**src/opform_pkg.sv**
```systemverilog
// constants and types shared by the operand and branch target former
package opform_pkg;

  // ****************************************
  // instruction word fields
  // ****************************************
  localparam int unsigned SECOND_SOURCE_FIELD_LSB  = 21;
  localparam int unsigned DEST_LSB  = 16;
  localparam int unsigned FIRST_SOURCE_FIELD_LSB  = 11;
  localparam int unsigned REG_W     = 5;
  localparam int unsigned IMM_W     = 16;
  localparam int unsigned SHORT_W   = 5;
  localparam int unsigned LBR_W     = 26;
  localparam int unsigned SBR_HI_LSB = 16;
  localparam int unsigned SBR_LO_W  = 11;
  localparam int unsigned BR_SHIFT  = 2;
  localparam logic [31:0] IP_STEP   = 32'h0000_0004;
  localparam int unsigned NUM_CTRL  = 12;

  // ****************************************
  // reset values
  // ****************************************
  localparam logic [31:0] RST_WORD  = 32'h0000_0000;
  localparam logic [7:0]  RST_MASK  = 8'h00;

  // immediate handling of the first source field
  typedef enum logic [2:0] {
    FIRST_SOURCE_FIELD_REG,
    FIRST_SOURCE_FIELD_LOGIC_IMM,
    FIRST_SOURCE_FIELD_ARITH_IMM,
    FIRST_SOURCE_FIELD_ADDR_IMM,
    FIRST_SOURCE_FIELD_REG_ONLY,
    FIRST_SOURCE_FIELD_SHORT_IMM
  } first_source_field_kind_t;

  // branch offset width
  typedef enum logic [1:0] {
    BR_NONE,
    BR_LONG,
    BR_SHORT
  } br_kind_t;

  // precision suffix
  typedef enum logic [1:0] {
    PREC_SS,
    PREC_SD,
    PREC_DD,
    PREC_DS
  } prec_t;

  // precision class that an operation accepts
  typedef enum logic [1:0] {
    PCLS_R,
    PCLS_P,
    PCLS_V,
    PCLS_W
  } pcls_t;

  // control register selector
  typedef enum logic [3:0] {
    CR_FAULT_IP,
    CR_STATUS,
    CR_EXT_STATUS,
    CR_DIR_BASE,
    CR_DEBUG_REG,
    CR_FP_STATUS,
    CR_BUS_ERR_ADDR,
    CR_CONC_CTRL,
    CR_SCRATCH0,
    CR_SCRATCH1,
    CR_SCRATCH2,
    CR_SCRATCH3
  } ctrl_sel_t;

  // access size of a port / vector read
  typedef enum logic [1:0] {
    SZ_BYTE,
    SZ_HALF,
    SZ_WORD
  } io_size_t;

endpackage

```
**src/operand_and_branch_target_former.sv**
```systemverilog
// decode-stage operand, precision and branch target former
`timescale 1ns/100ps
`default_nettype none
// What this block does
// - logical-op immediate in first source is zero-extended to 32 bits
// - add/sub and address immediates are sign-extended
// - register-only first source always yields a register, never an immediate
// - short immediate is five bits, zero-extended to 32 bits
// - sixteen-bit offset constant is sign-extended before address addition
// - long branch offset is a signed 26-bit field
// - short branch offset is a signed 16-bit field
// - target is offset shifted two, sign-extended, plus ip plus four
// - control operand selects one of twelve control registers
// - float operand selects one of thirty-two float registers
// - integer operand selects one of thirty-two integer registers
// - precision suffix decodes to source and result precision
// - result precision never below source precision by default
// - one precision applies to both inputs
// - restricted class rejects double-to-single
// - vector operand is the sized value returned from the port
// - pixel mask is eight addressable bits, bit 0 least significant
// - direct branches execute one more sequential instruction first
module operand_and_branch_target_former
  import opform_pkg::*;
(
  input  wire logic        i_mclk,
  input  wire logic        i_srst,
  input  wire logic        i_valid,
  input  wire logic [31:0] i_instr,
  input  wire logic [31:0] i_ip,
  input  wire first_source_field_kind_t  i_first_source_field_kind,
  input  wire br_kind_t    i_br_kind,
  input  wire logic        i_br_direct,
  input  wire prec_t       i_prec,
  input  wire pcls_t       i_pcls,
  input  wire logic        i_ctrl_op,
  input  wire logic        i_vec_valid,
  input  wire io_size_t    i_vec_size,
  input  wire logic [31:0] i_vec_data,
  input  wire logic [7:0]  i_pm_we,
  input  wire logic [7:0]  i_pm_val,
  output logic             o_valid,
  output logic [4:0]       o_int_first_source_field,
  output logic [4:0]       o_int_second_source_field,
  output logic [4:0]       o_int_dest,
  output logic [4:0]       o_fp_first_source_field,
  output logic [4:0]       o_fp_second_source_field,
  output logic [4:0]       o_fp_dest,
  output logic             o_first_source_field_is_imm,
  output logic [31:0]      o_first_source_field_imm,
  output logic [31:0]      o_offset,
  output var ctrl_sel_t    o_ctrl_sel,
  output logic             o_ctrl_bad,
  output logic             o_src_double,
  output logic             o_res_double,
  output logic             o_prec_bad,
  output logic             o_br_valid,
  output logic [31:0]      o_br_target,
  output logic             o_br_delay_slot,
  output logic             o_vec_valid,
  output logic [31:0]      o_vec_data,
  output logic [7:0]       o_pixel_mask
);

  // ****************************************
  // field extraction
  // ****************************************
  logic [4:0]  f_first_source_field;
  logic [4:0]  f_second_source_field;
  logic [4:0]  f_dest;
  logic [15:0] f_imm;
  logic [4:0]  f_short;
  logic [25:0] f_lbr;
  logic [15:0] f_sbr;

  // register fields give 32 integer / 32 float indices directly
  assign f_first_source_field  = i_instr[FIRST_SOURCE_FIELD_LSB +: REG_W];
  assign f_second_source_field  = i_instr[SECOND_SOURCE_FIELD_LSB +: REG_W];
  assign f_dest  = i_instr[DEST_LSB +: REG_W];
  assign f_imm   = i_instr[IMM_W-1:0];
  assign f_short = i_instr[FIRST_SOURCE_FIELD_LSB +: SHORT_W];
  assign f_lbr   = i_instr[LBR_W-1:0];
  // short offset is split around the first_source_field field
  assign f_sbr   = {i_instr[SBR_HI_LSB +: REG_W], i_instr[SBR_LO_W-1:0]};

  // ****************************************
  // first source immediate
  // ****************************************
  wire [31:0] imm_zext  = {16'h0000, f_imm};
  wire [31:0] imm_sext  = {{16{f_imm[15]}}, f_imm};
  wire [31:0] short_ext = {27'h0000000, f_short};
  wire        is_logic  = (i_first_source_field_kind == FIRST_SOURCE_FIELD_LOGIC_IMM);
  wire        is_arith  = (i_first_source_field_kind == FIRST_SOURCE_FIELD_ARITH_IMM) ||
                          (i_first_source_field_kind == FIRST_SOURCE_FIELD_ADDR_IMM);
  wire        is_short  = (i_first_source_field_kind == FIRST_SOURCE_FIELD_SHORT_IMM);
  // register-only kind falls through to no immediate at all
  wire        nxt_is_imm = is_logic || is_arith || is_short;
  wire [31:0] nxt_imm   = is_logic ? imm_zext :
                          is_arith ? imm_sext :
                          is_short ? short_ext : RST_WORD;

  // address offset is always the sign-extended constant
  wire [31:0] nxt_offset = imm_sext;

  // ****************************************
  // branch target
  // ****************************************
  wire [31:0] lbr_ext  = {{4{f_lbr[25]}}, f_lbr, 2'b00};
  wire [31:0] sbr_ext  = {{14{f_sbr[15]}}, f_sbr, 2'b00};
  wire [31:0] br_off   = (i_br_kind == BR_LONG) ? lbr_ext : sbr_ext;
  // plain 32-bit adds drop the carry, so the target wraps silently
  wire [31:0] nxt_tgt  = i_ip + IP_STEP + br_off;
  wire        nxt_brv  = i_valid && (i_br_kind != BR_NONE);
  wire        nxt_dly  = nxt_brv && i_br_direct;

  // ****************************************
  // control register select
  // ****************************************
  // second_source_field field picks one of twelve; higher codes flag as bad
  wire        nxt_cbad = i_ctrl_op && (f_second_source_field >= 5'(NUM_CTRL));
  wire [3:0]  nxt_csel = nxt_cbad ? 4'h0 : f_second_source_field[3:0];

  // ****************************************
  // precision
  // ****************************************
  // a single suffix covers both inputs, so mixed sources cannot exist
  wire        nxt_sdbl = (i_prec == PREC_DD) || (i_prec == PREC_DS);
  wire        nxt_rdbl = (i_prec == PREC_SD) || (i_prec == PREC_DD);
  // only the explicit rounding-move class may narrow the result
  wire        bad_p    = (i_pcls == PCLS_P) && (i_prec == PREC_DS);
  wire        bad_v    = (i_pcls == PCLS_V) &&
                         !((i_prec == PREC_SD) || (i_prec == PREC_DD));
  wire        bad_w    = (i_pcls == PCLS_W) &&
                         !((i_prec == PREC_SS) || (i_prec == PREC_DD));
  wire        nxt_pbad = bad_p || bad_v || bad_w;

  // ****************************************
  // interrupt vector sizing
  // ****************************************
  wire [31:0] nxt_vec  = (i_vec_size == SZ_BYTE) ? {24'h000000, i_vec_data[7:0]} :
                         (i_vec_size == SZ_HALF) ? {16'h0000, i_vec_data[15:0]} :
                         i_vec_data;

  // ****************************************
  // output registers
  // ****************************************
  // decode results, one cycle after the instruction
  always_ff @(posedge i_mclk)
  begin
    if (i_srst)
    begin
      o_valid       <= 1'b0;
      o_int_first_source_field    <= 5'h00;
      o_int_second_source_field    <= 5'h00;
      o_int_dest    <= 5'h00;
      o_fp_first_source_field     <= 5'h00;
      o_fp_second_source_field     <= 5'h00;
      o_fp_dest     <= 5'h00;
      o_first_source_field_is_imm <= 1'b0;
      o_first_source_field_imm    <= RST_WORD;
      o_offset      <= RST_WORD;
    end
    else
    begin
      o_valid       <= i_valid;
      o_int_first_source_field    <= f_first_source_field;
      o_int_second_source_field    <= f_second_source_field;
      o_int_dest    <= f_dest;
      o_fp_first_source_field     <= f_first_source_field;
      o_fp_second_source_field     <= f_second_source_field;
      o_fp_dest     <= f_dest;
      o_first_source_field_is_imm <= i_valid && nxt_is_imm;
      o_first_source_field_imm    <= nxt_imm;
      o_offset      <= nxt_offset;
    end
  end

  // control, precision and branch results
  always_ff @(posedge i_mclk)
  begin
    if (i_srst)
    begin
      o_ctrl_sel      <= CR_FAULT_IP;
      o_ctrl_bad      <= 1'b0;
      o_src_double    <= 1'b0;
      o_res_double    <= 1'b0;
      o_prec_bad      <= 1'b0;
      o_br_valid      <= 1'b0;
      o_br_target     <= RST_WORD;
      o_br_delay_slot <= 1'b0;
    end
    else
    begin
      o_ctrl_sel      <= ctrl_sel_t'(nxt_csel);
      o_ctrl_bad      <= i_valid && nxt_cbad;
      o_src_double    <= nxt_sdbl;
      o_res_double    <= nxt_rdbl;
      o_prec_bad      <= i_valid && nxt_pbad;
      o_br_valid      <= nxt_brv;
      o_br_target     <= nxt_tgt;
      o_br_delay_slot <= nxt_dly;
    end
  end

  // vector capture; only the requested size reaches the operand
  always_ff @(posedge i_mclk)
  begin
    if (i_srst)
    begin
      o_vec_valid <= 1'b0;
      o_vec_data  <= RST_WORD;
    end
    else
    begin
      o_vec_valid <= i_vec_valid;
      if (i_vec_valid)
        o_vec_data <= nxt_vec;
    end
  end

  // ****************************************
  // pixel mask
  // ****************************************
  pixel_mask_reg u_pm (
    .i_mclk       (i_mclk),
    .i_srst       (i_srst),
    .i_bit_we     (i_pm_we),
    .i_bit_val    (i_pm_val),
    .o_pixel_mask (o_pixel_mask)
  );
endmodule
`default_nettype wire

```
**src/pixel_mask_reg.sv**
```systemverilog
// eight-bit pixel mask register with per-bit write enables
`timescale 1ns/100ps
`default_nettype none
module pixel_mask_reg
  import opform_pkg::*;
(
  input  wire logic       i_mclk,
  input  wire logic       i_srst,
  input  wire logic [7:0] i_bit_we,
  input  wire logic [7:0] i_bit_val,
  output logic      [7:0] o_pixel_mask
);

  logic [7:0] mask_ff;
  logic [7:0] nxt_mask;

  // each bit is written on its own; index 0 is the lsb
  assign nxt_mask = (i_bit_we & i_bit_val) | (~i_bit_we & mask_ff);

  always_ff @(posedge i_mclk)
  begin
    if (i_srst)
      mask_ff <= RST_MASK;
    else
      mask_ff <= nxt_mask;
  end

  assign o_pixel_mask = mask_ff;

endmodule
`default_nettype wire

```
**config.mk**
```make
export PLATFORM = sky130hd
export DESIGN_NAME = operand_and_branch_target_former
export DESIGN_NICKNAME = d
export VERILOG_FILES = /design/src/opform_pkg.sv /design/src/operand_and_branch_target_former.sv /design/src/pixel_mask_reg.sv
export SDC_FILE = /design/constraint.sdc
export NUM_CORES = 1
export LEC_CHECK = 0
export BUFFER_PORTS_ARGS = -buffer_cell sky130_fd_sc_hd__buf_2
export CAP_MARGIN = 20
export CORE_ASPECT_RATIO = 0.8
export CORE_UTILIZATION = 25
export CTS_CLUSTER_DIAMETER = 60
export CTS_CLUSTER_SIZE = 40
export DETAILED_ROUTE_END_ITERATION = 8
export PLACE_DENSITY_LB_ADDON = 0.05
export SLEW_MARGIN = 15
export SYNTH_ARGS = -nofsm -noshare
export SYNTH_HDL_FRONTEND = slang
export SYNTH_SLANG_ARGS = --single-unit
```
**constraint.sdc**
```tcl
create_clock -name i_mclk -period 9.53 [get_ports i_mclk]
set_input_delay 1.906 -clock i_mclk [delete_from_list [all_inputs] [get_ports i_mclk]]
set_output_delay 1.906 -clock i_mclk [all_outputs]
set_load 0.005 [all_outputs]
```
==> results.py <==
metrics = {
    "synth": {
        "synthFlopType": "sky130_fd_sc_hd__dfxtp_1",
        "synth-seq-cells": 128,
        "syn_avg_cell_area_um2": 9.21,
        "synth_area_um2": 6210,
        "synth-edff-count": 0,
        "postSynth.asyncResetShare_pct": 0,
        "syn_inst": 674,
        "synth.distinct_cells": 44,
        "synthesis.nets": 864,
        "synth.yosys.seq_area_share_pct": 41.3,
        "yosysWarnings": 0,
    },
    "die": {
        "io_pins": 308,
        "chipWidth_um": 178,
        "initial_utilization_pct": 25.5,
        "core_region_area_um2": 24400,
        "dieHeight_um": 143,
        "rows": 51,
        "die_area_um2": 25500,
    },
    "power": {
        "ir_worst_vdd_uv": 111,
        "power.switching_fraction_pct": 29.4,
        "p_comb_share_pct": 20.6,
        "power.share.sequential_pct": 37.4,
        "power.share.clock_pct": 42.0,
        "internal-power_w": 0.00112,
        "total_switching_power_w": 0.000468,
        "powerDensity_nw_per_um2": 193,
        "total_power_w": 0.00159,
        "power_leakage_nw": 4.30,
    },
    "setup_path": {
        "crit_slowest_cell": "sky130_fd_sc_hd__nor2b_1",
        "critical_path.top_delay_family": "compound AO/OA/AOI/OAI gates",
        "critPathMaxFanout": 15,
        "worst-setup-path-type": "input pin to flop",
        "worst-endpoint-arrival_ns": 5.39,
        "critPathMaxStageDelay_ns": 0.54,
        "cp.buffers_inverters": 2,
        "cp.required_ns": 9.82,
        "cp-start-kind": "input pin",
        "worstPathCellList": "buf_2 -> nor2b_1 -> buf_4 -> nor2b_1 -> a21o_1 -> ha_1 -> ha_1 -> a21oi_1 -> o21ai_0 -> nor3_1 -> o311ai_0 -> a311oi_1 -> a21oi_1 -> xnor2_1 -> nor2_1",
        "type_of_element_capturing_the_critical_path": "flop",
    },
    "layout": {
        "final_net_count": 1106,
        "final_layout_size_suffix_gt1_share_pct": 37.1,
        "layout.cells.most_common": "sky130_fd_sc_hd__buf_2",
        "area_growth_syn_to_layout_pct": 32.7,
        "design_area_um2": 8240,
        "final_core_util_pct": 33.8,
        "n_fill_cell": 2601,
        "highest_count_cells_in_the_layout_ignoring_fill_and_taps": "sky130_fd_sc_hd__buf_2 (300), sky130_fd_sc_hd__dfxtp_1 (128), sky130_fd_sc_hd__nor2_1 (97)",
    },
    "detailed_routing": {
        "drt-initial-drc-count": 152,
        "ant_nets": 0,
        "drt-vias-per-instance": 4.17,
        "postRouteWirelength_mm": 18.8,
        "met3_length_um": 994,
        "wl_met1_mm": 8.86,
        "met2WireLength_mm": 8.82,
        "highest_routing_layer_actually_used": "met4",
        "drt_drc_violations_left": 0,
        "vias": 5210,
        "avgRoutedWirePerCell_um": 15.1,
        "tritonroute_pass_1_iters": 4,
    },
    "placed_design": {
        "globalplace.congestion": 0.784,
        "dpl-instance-area_um2": 7640,
        "dp_hpwl_mm": 14.5,
        "detailedPlace.worstSlack_ns": 3.99,
        "placement.io_buffers": 301,
    },
    "clock_tree": {
        "numCtsBuffers": 17,
        "post_cts_resized": 0,
        "postCtsHoldBufs": 0,
        "cts.path.max_buffers": 2,
        "h-tree-depth": 4,
        "tritoncts_clock_tree": "built",
        "postCtsSetupRepairBufs": 0,
        "clkSinkCount": 128,
        "clk_root_buffer_cell": "sky130_fd_sc_hd__clkbuf_16",
        "path_clk_slew_ns": 0.07,
        "clk_latency_ns": 0.42,
    },
    "sta": {
        "fin_crit_sh_pct": 53.5,
        "postLayoutSetupSlackWorst_ns": 4.43,
        "clock-skew-final_ns": 0,
        "report.final.setup_viol": 0,
        "finalHoldViolCount": 0,
        "maxClockFrequency_mhz": 196,
        "worst-slew-pin-transition_ns": 0.819,
        "grt_setup_unrepaired": "false",
        "sum_of_negative_setup_slack_ns": 0,
        "min_period_ns": 5.10,
        "drv_slew": 0,
        "timing.max_slew.rel_slack_pct": 45.4,
    },
    "global_routing": {
        "globalRoute.totalOverflow": 0,
        "antenna_found_initial": 1,
        "grt_first_pass_wirelength_mm": 27.8,
        "maximum_number_of_pins_on_one_net_before_global_route_repair": 67,
        "grt.total_usage_pct": 14.7,
        "via_count_of_the_first_global_routing_pass": 4875,
    },
    "min_path": {
        "hold_class": "flop to flop",
    },
    "run": {
        "maxCapViolations": 0,
    },
    "run_status": {
        "result_of_the_run": "finished clean",
    },
}
cell usage after synthesis (13+ instances only):
| cell | n | area share [%] |
|---|---|---|
| sky130_fd_sc_hd__inv_1 | 13 | 0.79 |
| sky130_fd_sc_hd__nand3_1 | 14 | 1.1 |
| sky130_fd_sc_hd__xor2_1 | 15 | 2.1 |
| sky130_fd_sc_hd__a21oi_1 | 54 | 4.4 |
| sky130_fd_sc_hd__nand2_1 | 15 | 0.91 |
| sky130_fd_sc_hd__dfxtp_1 | 128 | 41 |
| sky130_fd_sc_hd__ha_1 | 60 | 12 |
| sky130_fd_sc_hd__buf_4 | 51 | 6.2 |
| sky130_fd_sc_hd__nor2_1 | 97 | 5.9 |
| sky130_fd_sc_hd__a21o_1 | 25 | 3.0 |
| sky130_fd_sc_hd__clkbuf_1 | 24 | 1.5 |
| sky130_fd_sc_hd__nor2b_1 | 54 | 5.4 |
| sky130_fd_sc_hd__and2_1 | 18 | 1.8 |
| sky130_fd_sc_hd__mux2i_1 | 16 | 2.6 |
flip-flops by register name, indices dropped and copies added, names as in the netlist, 4 cells and up, named ones only:
register	flops
o_first_source_field_imm	17
o_offset	11
o_ctrl_sel	4
o_fp_dest	5
o_br_target	32
o_fp_second_source_field	5
o_fp_first_source_field	5
o_vec_data	32
cell type report:
type / count / area, um^2 / share of cell area [%]
inverters: 13 / 48.8 / 0.592
well taps: 318 / 398 / 4.83
clock buffers: 17 / 425 / 5.16
repair buffers: 303 / 1520 / 18.5
clock inverters: 15 / 171 / 2.08
flip-flops and latches: 128 / 2560 / 31.1
multi-input cells: 453 / 3110 / 37.7
diodes: 1 / 2.50 / 0.0304
worst register-to-register path: cells and delay by family (launching register included):
kind | cells | cell delay [ns]
compound gates | 1 | 0.16
flops | 1 | 0.30
simple gates | 2 | 0.17
per-layer routing:
metal  global-route usage [%]  vias up
met5                        0        -
met4                     4.42        0
met3                     4.13       11
met2                     23.8      158
met1                     19.0     2334
li1                         -     2707
final timing paths:
path,cells past startpoint,end,slack [ns],startpoint
worst max-delay path,15,o_br_target[28],4.43,i_br_kind[0]
worst min-delay path,2,o_vec_data[8],0.47,o_vec_data[8]
worst max register to register,3,o_vec_data[26],8.76,o_vec_data[26]
worst min register to register,2,o_vec_data[8],0.47,o_vec_data[8]
cell families (layout without fill, tap and decap cells):
logic type | Yosys count | after routing | share of synthesized area, %
xor+xnor | 27 | 27 | 3.81
mux | 22 | 22 | 3.73
compound gates | 118 | 118 | 12.3
simple gates | 225 | 225 | 17.8
fa+ha+maj | 61 | 61 | 12.4
buf+inv | 93 | 348 | 8.70
flops | 128 | 128 | 41.3
other cells | 0 | 1 | 0
per-stage QoR:
stage                     std cells  hold slack [ns]
after floorplan                 674            0.462
after global placement         1215            0.455
after detailed placement       1215            0.455
after CTS                      1247            0.469
after global routing           1248            0.480
final                          1248            0.467
power by group through the flow:
stage                     logic (W)  clock network [W]  registers [W]
after detailed placement   0.000330                  0       0.000606
after global routing       0.000369           0.000721       0.000600
after global placement     0.000336                  0       0.000606
after floorplan            0.000203                  0       0.000612
final                      0.000327           0.000669       0.000595
after CTS                  0.000333           0.000696       0.000595
Power figures use the tool's default switching activity.
